[config.mk]
export PLATFORM = sky130hd
export DESIGN_NAME = vbit_transducer
export DESIGN_NICKNAME = d
export VERILOG_FILES = /design/src/rtl/vbit_pkg.sv /design/src/rtl/vbit_transducer.sv
export VERILOG_INCLUDE_DIRS = /design/src /design/src/rtl
export SDC_FILE = /design/constraint.sdc
export NUM_CORES = 1
export LEC_CHECK = 0
export ABC_CLOCK_PERIOD_IN_PS = 8900
export BUFFER_PORTS_ARGS = -buffer_cell sky130_fd_sc_hd__buf_2
export CORE_MARGIN = 8
export CORE_UTILIZATION = 50
export DETAILED_ROUTE_END_ITERATION = 7
export GPL_TIMING_DRIVEN = 1
export PLACE_DENSITY = 0.68
export SLEW_MARGIN = 20
export SYNTH_ARGS = -nofsm -noshare
export SYNTH_HDL_FRONTEND = slang
export SYNTH_SLANG_ARGS = --single-unit
[constraint.sdc]
create_clock -name CLK_SYS_I -period 8.9 [get_ports CLK_SYS_I]
set_input_delay 1.78 -clock CLK_SYS_I [delete_from_list [all_inputs] [get_ports CLK_SYS_I]]
set_output_delay 1.78 -clock CLK_SYS_I [all_outputs]
set_load 0.01 [all_outputs]
[src/rtl/vbit_map.svh]
// Offsets, fields, reset values and timing counts of the transducer.
`ifndef VBIT_MAP_SVH
`define VBIT_MAP_SVH
`define VBIT_CTRL_OFS 8'h00
`define VBIT_SETP_OFS 8'h04
`define VBIT_ONT01_OFS 8'h08
`define VBIT_ONT23_OFS 8'h0C
`define VBIT_FTIME_OFS 8'h10
`define VBIT_VSTAT_OFS 8'h14
`define VBIT_RDBK_OFS 8'h18
`define VBIT_INPUTS_OFS 8'h1C
`define VBIT_ROUTE_OFS 8'h20
`define VBIT_ROUTEVAL_OFS 8'h24
`define VBIT_CTRL_MODE_BIT 0
`define VBIT_CTRL_USAGE_LSB 1
`define VBIT_CTRL_RBGEN_BIT 3
`define VBIT_CTRL_G1EN_LSB 4
`define VBIT_CTRL_G2EN_LSB 8
`define VBIT_CTRL_RST 32'h0000FFF0
`define VBIT_ONT_RST 16'h000A
`define VBIT_FTIME_RST 16'h0000
`define VBIT_ROUTE_RST 9'h000
`define VBIT_ST_GOOD_NC 8'h80
`define VBIT_ST_BAD_DEVFAIL 8'h0C
`define VBIT_ST_BAD 8'h00
`define VBIT_Q_GOOD_NC 2'h2
`define VBIT_Q_GOOD_CAS 2'h3
`define VBIT_CLK_PERIOD_NS 10
`define VBIT_TICK_TIME_NS 1000000
`define VBIT_ONT_MIN_MS 16'd10
`define VBIT_ONT_MAX_MS 16'd11000
`define VBIT_G2_SLOT_MS 10
`define VBIT_G2_MIN_CYCLE_MS 50
`define VBIT_SEC_MS 26'd1000
`define VBIT_CH_G1_BYTE 9'd300
`define VBIT_CH_G1_FIRST 9'd301
`define VBIT_CH_G1_LAST 9'd304
`define VBIT_CH_G1_PACKED 9'd305
`define VBIT_CH_G2_BYTE 9'd200
`define VBIT_CH_G2_FIRST 9'd201
`define VBIT_CH_G2_LAST 9'd208
`define VBIT_CH_G2_PACKED 9'd5
`endif

[src/rtl/vbit_pkg.sv]
// Types shared by the valve and binary input transducer.
package vbit_pkg;
  typedef enum logic [1:0] {
    POS_CLOSED = 2'b00,
    POS_OPEN = 2'b01,
    POS_INTER = 2'b10
  } vbit_pos_e;
  typedef enum logic [1:0] {
    EXT_NONE = 2'b00,
    EXT_OPENING = 2'b01,
    EXT_CLOSING = 2'b10
  } vbit_ext_e;
  typedef enum logic {
    G2_SCAN = 1'b0,
    G2_PAD = 1'b1
  } vbit_g2_e;
  // Value with its fieldbus status byte.
  typedef struct packed {
    logic [7:0] status;
    logic [7:0] value;
  } vbit_val_s;
  // Faults forwarded to the output block.
  typedef struct packed {
    logic dev_fail;
    logic in_fail;
    logic out_fail;
  } vbit_err_s;
endpackage

[src/rtl/vbit_transducer.sv]
// Valve and binary input transducer with AXI4-Lite register access.
//
// The register offsets and the AXI4-Lite register port were chosen for this implementation.
`timescale 1ns/1ps
`include "vbit_map.svh"
// ======================================================================
// Contract
// - Setpoint zero means closed, nonzero open.
// - Accept setpoint only with good status.
// - Bad or uncertain status de-energizes valve drive.
// - High feedback current is one, low zero.
// - Decode open/intermediate/closed by sensor assignment.
// - Intermediate extended by commanded direction.
// - Return 8-bit readback value with status.
// - Keep stroke, cyclic test, actuation-pending flags.
// - Block alarm is OR of all faults.
// - Forward all faults but config error.
// - Drive faults output failure, contact faults input failure.
// - Two input groups scanned independently.
// - Group one on-times 10..11000 ms, summed.
// - Group two 10 ms slots, minimum 50 ms.
// - Group one byte holds channels 1,4,7,10.
// - Group two byte holds eight channels in order.
// - Route inputs by channel number.
// - Packed values report good status on lead faults.
// - Packed values bad only on device failure.
// - Pass values after stable for filter time.
// - Disabled group one channel skipped, no time.
module vbit_transducer #(
  parameter int TICK_CYCLES = `VBIT_TICK_TIME_NS / `VBIT_CLK_PERIOD_NS
) (
  input wire logic CLK_SYS_I, // System clock, 100 MHz.
  input wire logic ARST_N_I, // Asynchronous reset, active low.
  input wire logic [7:0] S_AXI_AWADDR, // Write address.
  input wire logic S_AXI_AWVALID, // Write address valid.
  output logic S_AXI_AWREADY, // Write address ready.
  input wire logic [31:0] S_AXI_WDATA, // Write data.
  input wire logic [3:0] S_AXI_WSTRB, // Write byte strobes.
  input wire logic S_AXI_WVALID, // Write data valid.
  output logic S_AXI_WREADY, // Write data ready.
  output logic [1:0] S_AXI_BRESP, // Write response.
  output logic S_AXI_BVALID, // Write response valid.
  input wire logic S_AXI_BREADY, // Write response ready.
  input wire logic [7:0] S_AXI_ARADDR, // Read address.
  input wire logic S_AXI_ARVALID, // Read address valid.
  output logic S_AXI_ARREADY, // Read address ready.
  output logic [31:0] S_AXI_RDATA, // Read data.
  output logic [1:0] S_AXI_RRESP, // Read response.
  output logic S_AXI_RVALID, // Read data valid.
  input wire logic S_AXI_RREADY, // Read data ready.
  input wire logic FB_A_HIGH_I, // Contact A high current.
  input wire logic FB_B_HIGH_I, // Contact B high current.
  input wire logic VALVE_LEAD_FAULT_I, // Valve lead broken or shorted.
  input wire logic TRANSIT_FAULT_I, // Valve transit time exceeded.
  input wire logic SENSOR_LEAD_FAULT_I, // Sensor lead fault.
  input wire logic CONFIG_ERR_I, // Configuration error.
  input wire logic HW_FAIL_I, // Hardware failure.
  input wire logic STROKE_LIMIT_I, // Stroke limit exceeded.
  input wire logic CYCLIC_TEST_I, // Cyclic test running.
  input wire logic G1_SENSE_HIGH_I, // Group one sense.
  input wire logic G2_SENSE_HIGH_I, // Group two sense.
  output logic VALVE_DRIVE_O, // Valve drive energized.
  output logic [3:0] G1_POWER_O, // Group one power, one-hot.
  output logic [7:0] G2_SELECT_O, // Group two select, one-hot.
  output logic BLOCK_ALARM_O, // Block alarm.
  output vbit_pkg::vbit_err_s DO_BLOCK_ERR_O, // Output block error word.
  output vbit_pkg::vbit_val_s READBACK_O // Position readback.
);
  import vbit_pkg::*;

  localparam logic [16:0] TICK_LAST = 17'(TICK_CYCLES - 1);
  localparam logic [3:0] G2_SLOT_LAST = 4'(`VBIT_G2_SLOT_MS - 1);
  localparam logic [3:0] G2_MIN_SLOTS = 4'(`VBIT_G2_MIN_CYCLE_MS / `VBIT_G2_SLOT_MS);

  // ======================================================================
  // Helper functions
  // Clamp an on-time so a zero never stalls the scan.
  function automatic logic [15:0] sat_ontime(input logic [15:0] t);
    if (t < `VBIT_ONT_MIN_MS) begin
      return `VBIT_ONT_MIN_MS;
    end else if (t > `VBIT_ONT_MAX_MS) begin
      return `VBIT_ONT_MAX_MS;
    end
    return t;
  endfunction

  // Good, cascade or not.
  function automatic logic is_good(input logic [7:0] st);
    return st[7:6] == `VBIT_Q_GOOD_NC || st[7:6] == `VBIT_Q_GOOD_CAS;
  endfunction

  // ======================================================================
  // Registers and state
  logic [31:0] ctrl_reg;
  vbit_val_s setp_reg;
  logic [15:0] ont_reg [4];
  logic [15:0] ftime_reg;
  logic [8:0] route_reg;
  logic aw_have_reg, w_have_reg;
  logic [7:0] aw_addr_reg;
  logic [31:0] w_data_reg;
  logic [3:0] w_strb_reg;
  logic [16:0] tick_cnt_reg;
  logic tick_reg;
  logic fb_a_reg, fb_b_reg;
  logic cmd_open_reg;
  logic pending_reg;
  vbit_pos_e pos_reg;
  vbit_ext_e ext_reg;
  logic [1:0] g1_idx_reg;
  logic [15:0] g1_cnt_reg;
  logic [3:0] g1_raw_reg;
  vbit_g2_e g2_state_reg;
  logic [2:0] g2_idx_reg;
  logic [3:0] g2_cnt_reg, g2_used_reg, g2_pad_reg;
  logic [7:0] g2_raw_reg;
  logic [7:0] flt_last_reg [2];
  logic [7:0] flt_pv_reg [2];
  logic [25:0] flt_cnt_reg [2];
  vbit_val_s route_val_reg;

  wire logic valve_mode = ~ctrl_reg[`VBIT_CTRL_MODE_BIT];
  wire logic [1:0] usage = ctrl_reg[`VBIT_CTRL_USAGE_LSB +: 2];
  wire logic [3:0] g1_en = ctrl_reg[`VBIT_CTRL_G1EN_LSB +: 4];
  wire logic [7:0] g2_en = ctrl_reg[`VBIT_CTRL_G2EN_LSB +: 8];
  wire logic [7:0] g1_byte = {4'h0, g1_raw_reg};
  wire logic [7:0] vstat = {pending_reg, CYCLIC_TEST_I, STROKE_LIMIT_I, 1'b0, ext_reg, pos_reg};

  // ======================================================================
  // AXI4-Lite slave
  // Address and data latch apart, so either may come first.
  always_ff @(posedge CLK_SYS_I or negedge ARST_N_I) begin
    if (!ARST_N_I) begin
      aw_have_reg <= 1'b0;
      w_have_reg <= 1'b0;
      aw_addr_reg <= 8'h00;
      w_data_reg <= 32'h00000000;
      w_strb_reg <= 4'h0;
      S_AXI_BVALID <= 1'b0;
    end else begin
      if (S_AXI_AWVALID && S_AXI_AWREADY) begin
        aw_have_reg <= 1'b1;
        aw_addr_reg <= S_AXI_AWADDR;
      end
      if (S_AXI_WVALID && S_AXI_WREADY) begin
        w_have_reg <= 1'b1;
        w_data_reg <= S_AXI_WDATA;
        w_strb_reg <= S_AXI_WSTRB;
      end
      if (aw_have_reg && w_have_reg && !S_AXI_BVALID) begin
        S_AXI_BVALID <= 1'b1;
      end else if (S_AXI_BVALID && S_AXI_BREADY) begin
        S_AXI_BVALID <= 1'b0;
        aw_have_reg <= 1'b0;
        w_have_reg <= 1'b0;
      end
    end
  end

  // Registered readies drop the cycle after their beat is taken.
  always_ff @(posedge CLK_SYS_I or negedge ARST_N_I) begin
    if (!ARST_N_I) begin
      S_AXI_AWREADY <= 1'b0;
      S_AXI_WREADY <= 1'b0;
    end else begin
      S_AXI_AWREADY <= !aw_have_reg && !(S_AXI_AWVALID && S_AXI_AWREADY);
      S_AXI_WREADY <= !w_have_reg && !(S_AXI_WVALID && S_AXI_WREADY);
    end
  end

  // Register writes land as the response is raised.
  always_ff @(posedge CLK_SYS_I or negedge ARST_N_I) begin
    if (!ARST_N_I) begin
      ctrl_reg <= `VBIT_CTRL_RST;
      setp_reg <= 16'h0000;
      ont_reg <= '{default: `VBIT_ONT_RST};
      ftime_reg <= `VBIT_FTIME_RST;
      route_reg <= `VBIT_ROUTE_RST;
    end else if (aw_have_reg && w_have_reg && !S_AXI_BVALID) begin
      for (int b = 0; b < 4; b++) begin
        if (w_strb_reg[b]) begin
          case (aw_addr_reg)
            `VBIT_CTRL_OFS: ctrl_reg[b*8 +: 8] <= w_data_reg[b*8 +: 8];
            `VBIT_SETP_OFS: if (b < 2) setp_reg[b*8 +: 8] <= w_data_reg[b*8 +: 8];
            `VBIT_ONT01_OFS: ont_reg[b/2][(b%2)*8 +: 8] <= w_data_reg[b*8 +: 8];
            `VBIT_ONT23_OFS: ont_reg[2+b/2][(b%2)*8 +: 8] <= w_data_reg[b*8 +: 8];
            `VBIT_FTIME_OFS: if (b < 2) ftime_reg[b*8 +: 8] <= w_data_reg[b*8 +: 8];
            `VBIT_ROUTE_OFS: begin
              if (b == 0) route_reg[7:0] <= w_data_reg[7:0];
              if (b == 1) route_reg[8] <= w_data_reg[8];
            end
            default: ;
          endcase
        end
      end
    end
  end

  // Reads; unmapped addresses answer zero, OKAY.
  always_ff @(posedge CLK_SYS_I or negedge ARST_N_I) begin
    if (!ARST_N_I) begin
      S_AXI_ARREADY <= 1'b0;
      S_AXI_RVALID <= 1'b0;
      S_AXI_RDATA <= 32'h00000000;
    end else begin
      S_AXI_ARREADY <= !S_AXI_RVALID && !(S_AXI_ARVALID && S_AXI_ARREADY);
      if (S_AXI_ARVALID && S_AXI_ARREADY) begin
        S_AXI_RVALID <= 1'b1;
        case (S_AXI_ARADDR)
          `VBIT_CTRL_OFS: S_AXI_RDATA <= ctrl_reg;
          `VBIT_SETP_OFS: S_AXI_RDATA <= {16'h0000, setp_reg};
          `VBIT_ONT01_OFS: S_AXI_RDATA <= {ont_reg[1], ont_reg[0]};
          `VBIT_ONT23_OFS: S_AXI_RDATA <= {ont_reg[3], ont_reg[2]};
          `VBIT_FTIME_OFS: S_AXI_RDATA <= {16'h0000, ftime_reg};
          `VBIT_VSTAT_OFS: S_AXI_RDATA <= {16'h0000, 3'h0, BLOCK_ALARM_O, CONFIG_ERR_I,
                                           DO_BLOCK_ERR_O, vstat};
          `VBIT_RDBK_OFS: S_AXI_RDATA <= {16'h0000, READBACK_O};
          `VBIT_INPUTS_OFS: S_AXI_RDATA <= {flt_pv_reg[1], flt_pv_reg[0], g2_raw_reg, g1_byte};
          `VBIT_ROUTE_OFS: S_AXI_RDATA <= {23'h000000, route_reg};
          `VBIT_ROUTEVAL_OFS: S_AXI_RDATA <= {16'h0000, route_val_reg};
          default: S_AXI_RDATA <= 32'h00000000;
        endcase
      end else if (S_AXI_RVALID && S_AXI_RREADY) begin
        S_AXI_RVALID <= 1'b0;
      end
    end
  end
  assign S_AXI_BRESP = 2'b00;
  assign S_AXI_RRESP = 2'b00;

  // ======================================================================
  // Millisecond tick
  // One tick paces every slot and filter, keeping timers in step.
  always_ff @(posedge CLK_SYS_I or negedge ARST_N_I) begin
    if (!ARST_N_I) begin
      tick_cnt_reg <= 17'h00000;
      tick_reg <= 1'b0;
    end else begin
      tick_reg <= tick_cnt_reg == TICK_LAST;
      tick_cnt_reg <= (tick_cnt_reg == TICK_LAST) ? 17'h00000 : tick_cnt_reg + 17'h00001;
    end
  end

  // ======================================================================
  // Valve coupler
  // A setpoint that is not good keeps the last command but cuts
  // the drive, so the actuator springs to its safety position.
  always_ff @(posedge CLK_SYS_I or negedge ARST_N_I) begin
    if (!ARST_N_I) begin
      cmd_open_reg <= 1'b0;
      VALVE_DRIVE_O <= 1'b0;
      fb_a_reg <= 1'b0;
      fb_b_reg <= 1'b0;
    end else begin
      fb_a_reg <= FB_A_HIGH_I;
      fb_b_reg <= FB_B_HIGH_I;
      if (is_good(setp_reg.status)) begin
        cmd_open_reg <= setp_reg.value != 8'h00;
      end
      VALVE_DRIVE_O <= valve_mode && is_good(setp_reg.status) && setp_reg.value != 8'h00;
    end
  end

  // Contact decoding: usage 0 A=closed B=open, 1 swapped, 2 only A closed, 3 only B open.
  logic at_open, at_closed;
  always_comb begin
    case (usage)
      2'h0: begin
        at_closed = fb_a_reg;
        at_open = fb_b_reg;
      end
      2'h1: begin
        at_closed = fb_b_reg;
        at_open = fb_a_reg;
      end
      2'h2: begin
        at_closed = fb_a_reg;
        at_open = !fb_a_reg;
      end
      default: begin
        at_closed = !fb_b_reg;
        at_open = fb_b_reg;
      end
    endcase
  end

  // Position, direction and actuation-pending flag.
  always_ff @(posedge CLK_SYS_I or negedge ARST_N_I) begin
    if (!ARST_N_I) begin
      pos_reg <= POS_INTER;
      ext_reg <= EXT_NONE;
      pending_reg <= 1'b0;
    end else begin
      if (at_open && !at_closed) begin
        pos_reg <= POS_OPEN;
        ext_reg <= EXT_NONE;
      end else if (at_closed && !at_open) begin
        pos_reg <= POS_CLOSED;
        ext_reg <= EXT_NONE;
      end else begin
        pos_reg <= POS_INTER;
        ext_reg <= cmd_open_reg ? EXT_OPENING : EXT_CLOSING;
      end
      // A fresh command wins over reaching the old end position.
      if (is_good(setp_reg.status) && (setp_reg.value != 8'h00) != cmd_open_reg) begin
        pending_reg <= 1'b1;
      end else if ((cmd_open_reg && pos_reg == POS_OPEN) ||
                   (!cmd_open_reg && pos_reg == POS_CLOSED)) begin
        pending_reg <= 1'b0;
      end
    end
  end

  // Readback: setting 0 gives position code, 1 raw contacts.
  always_ff @(posedge CLK_SYS_I or negedge ARST_N_I) begin
    if (!ARST_N_I) begin
      READBACK_O <= 16'h0000;
    end else begin
      READBACK_O.value <= ctrl_reg[`VBIT_CTRL_RBGEN_BIT] ? {6'h00, fb_b_reg, fb_a_reg}
                                                         : {6'h00, pos_reg};
      READBACK_O.status <= HW_FAIL_I ? `VBIT_ST_BAD_DEVFAIL :
                           SENSOR_LEAD_FAULT_I ? `VBIT_ST_BAD : `VBIT_ST_GOOD_NC;
    end
  end

  // Faults; a configuration error raises the alarm but is not forwarded.
  always_ff @(posedge CLK_SYS_I or negedge ARST_N_I) begin
    if (!ARST_N_I) begin
      BLOCK_ALARM_O <= 1'b0;
      DO_BLOCK_ERR_O <= 3'h0;
    end else begin
      BLOCK_ALARM_O <= VALVE_LEAD_FAULT_I | TRANSIT_FAULT_I | SENSOR_LEAD_FAULT_I |
                       CONFIG_ERR_I | HW_FAIL_I;
      DO_BLOCK_ERR_O.out_fail <= VALVE_LEAD_FAULT_I | TRANSIT_FAULT_I;
      DO_BLOCK_ERR_O.in_fail <= SENSOR_LEAD_FAULT_I;
      DO_BLOCK_ERR_O.dev_fail <= HW_FAIL_I;
    end
  end

  // ======================================================================
  // Binary input scan, group one
  // Disabled channels are skipped in one clock; unpowered ones keep their bit.
  wire logic [15:0] g1_ont = sat_ontime(ont_reg[g1_idx_reg]);
  always_ff @(posedge CLK_SYS_I or negedge ARST_N_I) begin
    if (!ARST_N_I) begin
      g1_idx_reg <= 2'h0;
      g1_cnt_reg <= 16'h0000;
      g1_raw_reg <= 4'h0;
      G1_POWER_O <= 4'h0;
    end else begin
      G1_POWER_O <= (!valve_mode && g1_en[g1_idx_reg]) ? 4'(1 << g1_idx_reg) : 4'h0;
      if (!g1_en[g1_idx_reg]) begin
        g1_idx_reg <= g1_idx_reg + 2'h1;
        g1_cnt_reg <= 16'h0000;
      end else if (tick_reg) begin
        if (g1_cnt_reg == g1_ont - 16'h0001) begin
          g1_raw_reg[g1_idx_reg] <= valve_mode ? g1_raw_reg[g1_idx_reg] : G1_SENSE_HIGH_I;
          g1_idx_reg <= g1_idx_reg + 2'h1;
          g1_cnt_reg <= 16'h0000;
        end else begin
          g1_cnt_reg <= g1_cnt_reg + 16'h0001;
        end
      end
    end
  end

  // ======================================================================
  // Binary input scan, group two
  // Short cycles are padded with idle slots to the minimum length.
  wire logic g2_slot_end = tick_reg && g2_cnt_reg == G2_SLOT_LAST;
  wire logic g2_adv = !g2_en[g2_idx_reg] || g2_slot_end;
  wire logic [3:0] g2_used_after = g2_used_reg + {3'h0, g2_en[g2_idx_reg]};
  always_ff @(posedge CLK_SYS_I or negedge ARST_N_I) begin
    if (!ARST_N_I) begin
      g2_state_reg <= G2_SCAN;
      g2_idx_reg <= 3'h0;
      g2_cnt_reg <= 4'h0;
      g2_used_reg <= 4'h0;
      g2_pad_reg <= 4'h0;
      g2_raw_reg <= 8'h00;
      G2_SELECT_O <= 8'h00;
    end else begin
      G2_SELECT_O <= (g2_state_reg == G2_SCAN && g2_en[g2_idx_reg]) ?
                     8'(1 << g2_idx_reg) : 8'h00;
      if (tick_reg) begin
        g2_cnt_reg <= (g2_cnt_reg == G2_SLOT_LAST) ? 4'h0 : g2_cnt_reg + 4'h1;
      end
      case (g2_state_reg)
        G2_SCAN: begin
          if (!g2_en[g2_idx_reg]) begin
            g2_cnt_reg <= 4'h0;
          end
          if (g2_slot_end && g2_en[g2_idx_reg]) begin
            g2_raw_reg[g2_idx_reg] <= G2_SENSE_HIGH_I;
          end
          if (g2_adv) begin
            g2_idx_reg <= g2_idx_reg + 3'h1;
            g2_used_reg <= g2_used_after;
            if (g2_idx_reg == 3'h7) begin
              g2_used_reg <= 4'h0;
              if (g2_used_after < G2_MIN_SLOTS) begin
                g2_state_reg <= G2_PAD;
                g2_pad_reg <= G2_MIN_SLOTS - g2_used_after;
              end
            end
          end
        end
        G2_PAD: begin
          if (g2_slot_end) begin
            g2_pad_reg <= g2_pad_reg - 4'h1;
            if (g2_pad_reg == 4'h1) begin
              g2_state_reg <= G2_SCAN;
            end
          end
        end
        default: g2_state_reg <= G2_SCAN;
      endcase
    end
  end

  // ======================================================================
  // Stability filter
  // Any change restarts the wait; with a zero time values pass at once.
  wire logic [7:0] flt_in [2] = '{g1_byte, g2_raw_reg};
  wire logic [25:0] flt_lim = 26'(ftime_reg) * `VBIT_SEC_MS;
  always_ff @(posedge CLK_SYS_I or negedge ARST_N_I) begin
    if (!ARST_N_I) begin
      flt_last_reg <= '{default: 8'h00};
      flt_pv_reg <= '{default: 8'h00};
      flt_cnt_reg <= '{default: 26'h0000000};
    end else begin
      for (int g = 0; g < 2; g++) begin
        flt_last_reg[g] <= flt_in[g];
        if (flt_in[g] != flt_last_reg[g]) begin
          flt_cnt_reg[g] <= 26'h0000000;
        end else if (flt_cnt_reg[g] >= flt_lim) begin
          flt_pv_reg[g] <= flt_last_reg[g];
        end else if (tick_reg) begin
          flt_cnt_reg[g] <= flt_cnt_reg[g] + 26'h0000001;
        end
      end
    end
  end

  // ======================================================================
  // Channel routing
  // Packed groups ignore lead faults; only device failure makes them bad.
  wire logic [8:0] g1_ch = route_reg - `VBIT_CH_G1_FIRST;
  wire logic [8:0] g2_ch = route_reg - `VBIT_CH_G2_FIRST;
  wire logic [7:0] pk_st = HW_FAIL_I ? `VBIT_ST_BAD_DEVFAIL : `VBIT_ST_GOOD_NC;
  wire logic [7:0] ind_st = (HW_FAIL_I || SENSOR_LEAD_FAULT_I) ? `VBIT_ST_BAD : `VBIT_ST_GOOD_NC;
  always_ff @(posedge CLK_SYS_I or negedge ARST_N_I) begin
    if (!ARST_N_I) begin
      route_val_reg <= 16'h0000;
    end else if (route_reg >= `VBIT_CH_G1_FIRST && route_reg <= `VBIT_CH_G1_LAST) begin
      route_val_reg <= {ind_st, 7'h00, flt_pv_reg[0][g1_ch[1:0]]};
    end else if (route_reg >= `VBIT_CH_G2_FIRST && route_reg <= `VBIT_CH_G2_LAST) begin
      route_val_reg <= {ind_st, 7'h00, flt_pv_reg[1][g2_ch[2:0]]};
    end else if (route_reg == `VBIT_CH_G1_BYTE) begin
      route_val_reg <= {ind_st, flt_pv_reg[0]};
    end else if (route_reg == `VBIT_CH_G2_BYTE) begin
      route_val_reg <= {ind_st, flt_pv_reg[1]};
    end else if (route_reg == `VBIT_CH_G1_PACKED) begin
      route_val_reg <= {pk_st, flt_pv_reg[0]};
    end else if (route_reg == `VBIT_CH_G2_PACKED) begin
      route_val_reg <= {pk_st, flt_pv_reg[1]};
    end else begin
      route_val_reg <= {`VBIT_ST_BAD, 8'h00};
    end
  end
endmodule

Word level (Yosys, flattened, before mapping)
Index checks and enable logic that the tools add are counted.
{"block": "word_totals", "output_inout_bits": 74, "in_bits": 70, "ff_bits": 411}
{"block": "classes", "n_reduce_logical": 80, "shift": 2, "mul": 1, "mux": 87, "n_eq_ne": 39, "bitwise_logic": 9, "magnitude_cmp": 16, "n_addsub": 13}
{"cell": "case mux 32 bit (10 select lines)", "n": 1}
{"cell": "2-to-1 mux 16 bit", "n": 14}
{"cell": "2-to-1 mux 26 bit", "n": 6}
{"cell": "AND reduction 3 bit", "n": 19}
{"cell": "adder 26 x 1 -> 26 bit (second input constant)", "n": 2}
{"cell": ">= comparator 26 bit", "n": 2}
{"cell": "== test 8 x 5 -> 1 bit (second input constant)", "n": 5}
{"cell": "2-to-1 mux 4 bit", "n": 10}
{"cell": "2-to-1 mux 8 bit", "n": 5}
{"cell": "binary-select mux 16 bit (select 2 bit)", "n": 1}
{"cell": "== test 8 x 4 -> 1 bit (second input constant)", "n": 4}
{"cell": "2-to-1 mux 1 bit", "n": 27}
{"cell": "logical AND 1 bit", "n": 25}
{"cell": "== test 8 x 6 -> 1 bit (second input constant)", "n": 3}
{"cell": "multiplier 16 x 7 -> 23 bit (second input constant)", "n": 1}
{"cell": "== test 9 bit (second input constant)", "n": 2}
{"cell": "2-to-1 mux 2 bit", "n": 9}
{"cell": "adder 17 x 1 -> 17 bit (second input constant)", "n": 1}
{"cell": "== test 17 bit (second input constant)", "n": 1}
{"cell": "2-to-1 mux 17 bit", "n": 1}
{"cell": "adder 16 x 1 -> 16 bit (second input constant)", "n": 1}
{"cell": "== test 16 bit", "n": 1}
{"cell": "== test 8 x 3 -> 1 bit (second input constant)", "n": 2}
{"cell": "greater-than comparator 16 x 14 -> 1 bit (second input constant)", "n": 1}
{"cell": "55 further kinds", "n": 103}

Depth between registers and ports, before layout
Gate-level depths: netlist of the first run.
{"block": "logic_depth", "word_depth": 13, "ltp_mapped": 30, "ltp_nobuf": 29}

Worst setup path after synthesis of the first run
OpenSTA, ideal clock, no wires.
{"block": "synth_timing", "path_kind": "reg-to-reg", "start": "register ftime_reg[5]", "end": "register flt_pv_reg[0] (netlist name)", "synth_period_minus_slack_ns": 6.817, "required_ns": 8.775, "t_arrival_ns": 6.692, "path_buffers": 1, "setup_ns": 0.125, "stages_incl_launch_ff": 26, "setup_slack_ns": 2.083, "path_cell_list": "dfrtp_1 > inv_1 > fa_1 > fa_1 > fa_1 > fa_1 > inv_1 > ha_1 > a21o_1 > a21o_1 > a21oi_1 > nand3_1 > a21o_1 > a21oi_1 > xor2_1 > ha_1 > a21o_1 > a21oi_1 > o21ai_0 > o41ai_1 > a21o_1 > a311oi_1 > o31a_1 > clkbuf_1 > o21ai_1 > mux2_2"}
{"block": "synth_between", "elab_chain_cells": 3}
{"item": "from (decl)", "line_no": "vbit_transducer.sv:97", "text": "logic [15:0] ftime_reg;"}
{"item": "from (signal assigned)", "line_no": "vbit_transducer.sv:177", "text": "ftime_reg <= `VBIT_FTIME_RST;"}
{"item": "from (signal, indexed assignment)", "line_no": "vbit_transducer.sv:187", "text": "`VBIT_FTIME_OFS: if (b < 2) ftime_reg[b*8 +: 8] <= w_data_reg[b*8 +: 8];"}
{"item": "multiplier 16 x 7 -> 23 bit (no line)"}
{"item": ">= comparator 26 bit", "line_no": "vbit_transducer.sv:436", "text": "end else if (flt_cnt_reg[g] >= flt_lim) begin"}
{"item": "AND reduction 2 bit (no line)"}
{"item": "to (signal, indexed assignment)", "line_no": "vbit_transducer.sv:437", "text": "flt_pv_reg[g] <= flt_last_reg[g];"}
{"item": "to (decl)", "line_no": "vbit_transducer.sv:118", "text": "logic [7:0] flt_pv_reg [2];"}
Every way passes these cells.
A chain may end at the register's enable or synchronous reset.

Final worst setup path of the first run
{"block": "layout_timing", "start": "register ftime_reg[0]", "end": "register flt_pv_reg[9] (netlist name)"}
The elaborated chain is that of the path after synthesis.

==> results of run 1 <==
[layout make-up]
| class | instances | area, sq um | area share, % |
|---|---|---|---|
| multi-input cells | 1514 | 12210 | 47.54 |
| inverters | 129 | 484.2 | 1.886 |
| well taps | 600 | 750.7 | 2.923 |
| diodes | 2 | 5.005 | 0.01949 |
| flip-flops and latches | 398 | 9986 | 38.89 |
| repair buffers | 148 | 804.5 | 3.133 |
| clock inverters | 11 | 130.1 | 0.5067 |
| clock buffers | 73 | 1311 | 5.106 |
[worst register-to-register path: cells and delay by family, from the launching register on]
kind                     cells  cell delay [ns]
XOR/XNOR                     1             0.27
AO/OA/AOI/OAI               10             2.01
adder cells (fa/ha/maj)      7             2.90
multiplexers                 1             0.35
flip-flops                   1             0.50
AND/OR/NAND/NOR              5             0.79
buffers and inverters        4             0.60
[power groups by stage]
stage | registers, uW | logic (uW) | clock network, uW
after global placement | 2390 | 2330 | 0
after global routing | 2400 | 2690 | 1920
after detailed placement | 2400 | 2410 | 0
after CTS | 2370 | 2420 | 1840
final | 2380 | 2440 | 1810
after floorplan | 2220 | 1910 | 0
[metal layers]
layer / GRT usage, % / wire, um / vias to the layer above
met5: 0.2755 / 0 / -
met4: 8.256 / 1989 / 0
met3: 4.489 / 4558 / 113
met2: 34.38 / 27270 / 648
met1: 31.52 / 27030 / 8753
li1: - / - / 7977
[worst paths after layout]
| path | depth (start not counted) | slack (ns) | end |
|---|---|---|---|
| max | 28 | 1.27 | flt_pv_reg[9] |
| min | 1 | 0.43 | S_AXI_AWREADY |
| max reg2reg | 28 | 1.27 | flt_pv_reg[9] |
| min reg2reg | 1 | 0.43 | S_AXI_AWREADY |
| max in group asynchronous | 2 | 6.08 | pos_reg[0] |
| min in group asynchronous | 1 | 1.26 | tick_cnt_reg[10] |
[metrics by stage]
step	area [sq um]	util [%]	power, uW	worst slack, ns
final	25680	56.47	6625	1.274
after global routing	25680	56.46	7016	0.7206
after CTS	25670	56.44	6633	1.288
after detailed placement	24220	53.27	4810	1.335
after global placement	24220	53.27	4713	1.484
after floorplan	23110	-	4138	2.083
[kinds of logic (layout without fill, tap and decap cells)]
family	count (synthesis)	in the layout	synth area share [%]
fa+ha+maj	178	178	11.40
buf+inv	218	361	4.080
simple gates	586	586	13.29
xor+xnor	73	73	2.772
compound gates	418	418	12.28
flops	398	398	43.30
other cells	1	17	0.01626
mux	244	244	12.85
[cell usage in the layout (no fill, tap or decap), types with 21 or more instances in the layout]
master,instances
nand2_1,132
nor3_1,26
nand3_1,69
dfstp_2,21
a221oi_1,24
a21o_1,30
or3_1,24
dfrtp_1,377
a21oi_1,90
a22oi_1,43
o21ai_0,81
mux2_2,209
nor2_1,114
fa_1,54
clkbuf_16,45
nand4_1,37
xor2_1,37
and3_1,29
buf_2,127
inv_1,129
xnor2_1,36
or4_1,36
ha_1,123
o31ai_1,30
==> results_dict.tcl, run 1 <==
set metrics [dict create \
    status "completed" \
    synth-main-ff-cell "dfrtp_1" \
    ant_nets 0 \
    powerDensity_nw_per_um2 258.0 \
    p_switching_uw 2649 \
    worstSetupPathType "reg -> reg" \
    path_buf_inv 4 \
    synthCells 2116 \
    synth_warnings 0 \
    globalplace.congestion 0.9267 \
    holdWs_ns 0.4329 \
    drtIter0Drc 1687 \
    rsz0062_at_grt "false" \
    post-route-period-util_pct 85.68 \
    die_w_um 230.8 \
    avgSynthCellArea_sq_um 10.90 \
    grt_pass1_vias 17395 \
    critPathCaptureType "flop" \
    cp_slowest_cell "fa_1" \
    clock_latency_ns 0.59 \
    grt_max_degree 121 \
    cap_violations 0 \
    reg2reg_from "ftime_reg[0]" \
    synth_edf_count 0 \
    largest_reg_flops 64 \
    initial_utilization_pct 50.71 \
    rows 78 \
    dieHeight_um 230.8 \
    cpLargestDelayFamily "adder cells" \
    skew_ns 0.03720 \
    crit_start "ftime_reg[0]" \
    finalSetupViolCount 0 \
    vias 17491 \
    p_int_uw 3976 \
    hp-start "aw_have_reg" \
    p_seq_share_pct 35.9 \
    fin_crit_ns 7.626 \
    grt_pass1_wl_mm 97.00 \
    drive_gt1_share_pct 21.34 \
    core-area_sq_um 45480 \
    drv_slew 0 \
    drc 0 \
    wl_per_cell_um 21.16 \
    die_area_sq_um 53250 \
    path_max_fanout 52 \
    seq_area_frac_synth_pct 43.30 \
    nFillCells 3883 \
    final_cell_count_no_fill 2875 \
    yosys-top-cells-count "dfrtp_1, mux2_2, nand2_1" \
    drt-pass1-iter-count 5 \
    cts_tree "yes" \
    slew_headroom_pct 22.68 \
    cp_slowest_stage_delay_ns 0.58 \
    cts.path.max_buffers 3 \
    cts_resized 0 \
    p_sw_share_pct 39.99 \
    critPathArrivalTime_ns 8.07 \
    drt_wl_total_mm 60.85 \
    syn_to_final_growth_pct 11.36 \
    clock_sinks 398 \
    maxClockFrequency_ghz 0.1311 \
    path_common_cell "fa_1" \
    clk_pin_slew_ns 0.06 \
    hold_violations 0 \
    root_buffer "clkbuf_16" \
    hp-class "reg -> reg" \
    start_kind "flop" \
    place_inst 2789 \
    async_reset_ff_share_pct 100.0 \
    ys_top_cells_by_area "dfrtp_1, mux2_2, ha_1" \
    ys_seq_elements 398 \
    yosysMostFrequentCell "dfrtp_1" \
    tns_ns 0 \
    synth_top_area_share_pct 40.91 \
    io_buffers 128 \
    vias_per_cell 6.084 \
    antenna_found_initial 2 \
    nets 2483 \
    grtUsageTotal_pct 22.51 \
    synth_largest_area_cell "dfrtp_1" \
    netlist_area_sq_um 23060 \
    vdd.ir_drop.worst_mv 0.3964 \
    dp_hpwl_mm 45.02 \
    pwr-share-clk_pct 27.3 \
    post-cts-setup-buffer-count 0 \
    postCtsHoldBufs 0 \
    power_frac_comb_pct 36.9 \
    ys_types 84 \
    cts_buffers 45 \
    io_pins 144 \
    overflow 0 \
    critPathRequiredTime_ns 9.34 \
    htreeDepth 2 \
    power_leakage_uw 0.01187 \
    worst_pin_slew_ns 1.156 \
]
Power figures use the tool's default switching activity.
==> inputs of run 2 (changes only) <==
--- a/config.mk
+++ b/config.mk
@@ -6,12 +6,12 @@
 export SDC_FILE = /design/constraint.sdc
 export NUM_CORES = 1
 export LEC_CHECK = 0
-export ABC_CLOCK_PERIOD_IN_PS = 8900
 export BUFFER_PORTS_ARGS = -buffer_cell sky130_fd_sc_hd__buf_2
 export CORE_MARGIN = 8
 export CORE_UTILIZATION = 50
 export DETAILED_ROUTE_END_ITERATION = 7
 export GPL_TIMING_DRIVEN = 1
+export MAX_ROUTING_LAYER = met4
 export PLACE_DENSITY = 0.68
 export SLEW_MARGIN = 20
 export SYNTH_ARGS = -nofsm -noshare
==> run 2 against run 1 <==
Effect of this change: critical endpoint is now flt_pv_reg[2]; via count is 0.13% higher; final cell count is 0.17% lower; clock power hardly changed; critical path type unchanged; core utilization hardly changed; clock skew is 0.0051 ns higher; largest cell class unchanged.
==> results_dict.tcl, run 2 (synthesis results as in run 1) <==
set metrics [dict create \
    endpoint "flt_pv_reg[2]" \
    reg2reg_depth 25 \
    hold_violations 0 \
    largest_reg_flops 64 \
    mostFrequentLayoutCell "dfrtp_1" \
    nets 2481 \
    crit_start "ftime_reg[5]" \
    root_buffer "clkbuf_16" \
    io_pins 144 \
    cts_buffers 44 \
    path_max_fanout 51 \
    tns_ns 0 \
    initial_utilization_pct 50.71 \
    cts_tree "yes" \
    vias_per_cell 6.102 \
    status "completed" \
    die_area_sq_um 53250 \
    path_buf_inv 3 \
    nFillCells 3902 \
    drt-pass1-iter-count 5 \
    slew_headroom_pct 30.04 \
    cp_slowest_stage_delay_ns 0.62 \
    postCtsHoldBufs 0 \
    hp-start "aw_have_reg" \
    r2r_end "flt_pv_reg[2]" \
    cts_resized 0 \
    finalSetupViolCount 0 \
    dp_hpwl_mm 44.86 \
    core-area_sq_um 45480 \
    grt_pass1_vias 17480 \
    power_leakage_uw 0.01188 \
    cts.path.max_buffers 3 \
    drtIter0Drc 1560 \
    overflow 0 \
    die_w_um 230.8 \
    rows 78 \
    io_buffers 128 \
    dieHeight_um 230.8 \
    path_common_cell "a21o_1" \
    syn_to_final_growth_pct 11.45 \
    wl_per_cell_um 21.26 \
    hp-class "reg -> reg" \
    cap_violations 0 \
    grt_pass1_wl_mm 97.42 \
    cp_slowest_cell "o21ai_1" \
    clk_pin_slew_ns 0.06 \
    antenna_found_initial 0 \
    clock_sinks 398 \
    vdd.ir_drop.worst_mv 0.4399 \
    skew_ns 0.04228 \
    vias 17513 \
    drc 0 \
    fin_crit_ns 7.668 \
    critPathArrivalTime_ns 8.14 \
    rsz0062_at_grt "false" \
    grtUsageTotal_pct 23.23 \
    htreeDepth 2 \
    clock_latency_ns 0.60 \
    drv_slew 0 \
    path_depth 25 \
    maxClockFrequency_ghz 0.1304 \
    diodes 0 \
    worstSetupPathType "reg -> reg" \
    final_cell_mix "dfrtp_1, mux2_2, nand2_1, inv_1, buf_2" \
    fin_util_pct 56.51 \
    ant_nets 0 \
    post-cts-setup-buffer-count 0 \
    post-route-period-util_pct 86.15 \
    place_inst 2788 \
    grt_max_degree 133 \
    reg2reg_from "ftime_reg[5]" \
    holdWs_ns 0.4336 \
    globalplace.congestion 0.9310 \
    worst_pin_slew_ns 1.046 \
    r2r_slack_ns 1.23 \
    critPathRequiredTime_ns 9.37 \
    powerDensity_nw_per_um2 258.5 \
    cpLargestDelayFamily "compound AO/OA/AOI/OAI gates" \
    drive_gt1_share_pct 21.50 \
    start_kind "flop" \
    critPathCaptureType "flop" \
    drt_wl_total_mm 61.03 \
    final_cell_count_no_fill 2870 \
]
-- run 2: cell count changes in the layout (fill, tap and decap cells not counted), sizes merged --
cell    previous run  this run
buf              148       147
clkbuf            73        65
inv              131       130
diode              2         0
bufinv             1         3
clkinv             7        12
-- run 2: cell type report --
type                            count  area, sq um  area share, %
Multi-Input combinational cell   1514        12210          47.50
Sequential cell                   398         9986          38.85
Clock buffer                       65         1250          4.863
Timing Repair Buffer              147        809.5          3.150
Inverter                          129        484.2          1.884
Clock inverter                     17        214.0         0.8324
Tap cell                          600        750.7          2.921
-- run 2: worst min-delay path by stage --
stage                      endpoint  slack, ns  cells after the start
finish                S_AXI_AWREADY       0.43                      1
global route          S_AXI_AWREADY       0.46                      1
CTS                   S_AXI_AWREADY       0.44                      1
detailed placement    S_AXI_AWREADY       0.43                      1
global placement      S_AXI_AWREADY       0.42                      1
floorplan           flt_last_reg[2]       0.41                      0
-- run 2: power breakdown --
group / internal (uW) / switching (uW) / leakage (uW)
registers: 2040 / 343 / 0.00528
clock network: 1070 / 772 / 0.000719
logic: 894 / 1530 / 0.00588
total: 4000 / 2640 / 0.0119
-- run 2: metal layers --
layer,track usage [%],vias up,part of all wire [%]
met5,-,-,0
met4,5.722,0,2.2
met3,4.341,92,6.8
met2,35.44,619,46
met1,31.89,8845,45
li1,-,7957,-
-- run 2: metrics by stage --
stage	setup WS, ns	total power, uW	cell area (sq um)
2_1_floorplan	2.083	4138	23110
3_3_place_gp	1.483	4702	24230
3_5_place_dp	1.305	4796	24230
4_1_cts	1.264	6663	25690
5_1_grt	0.7495	7048	25700
6_report	1.232	6645	25700
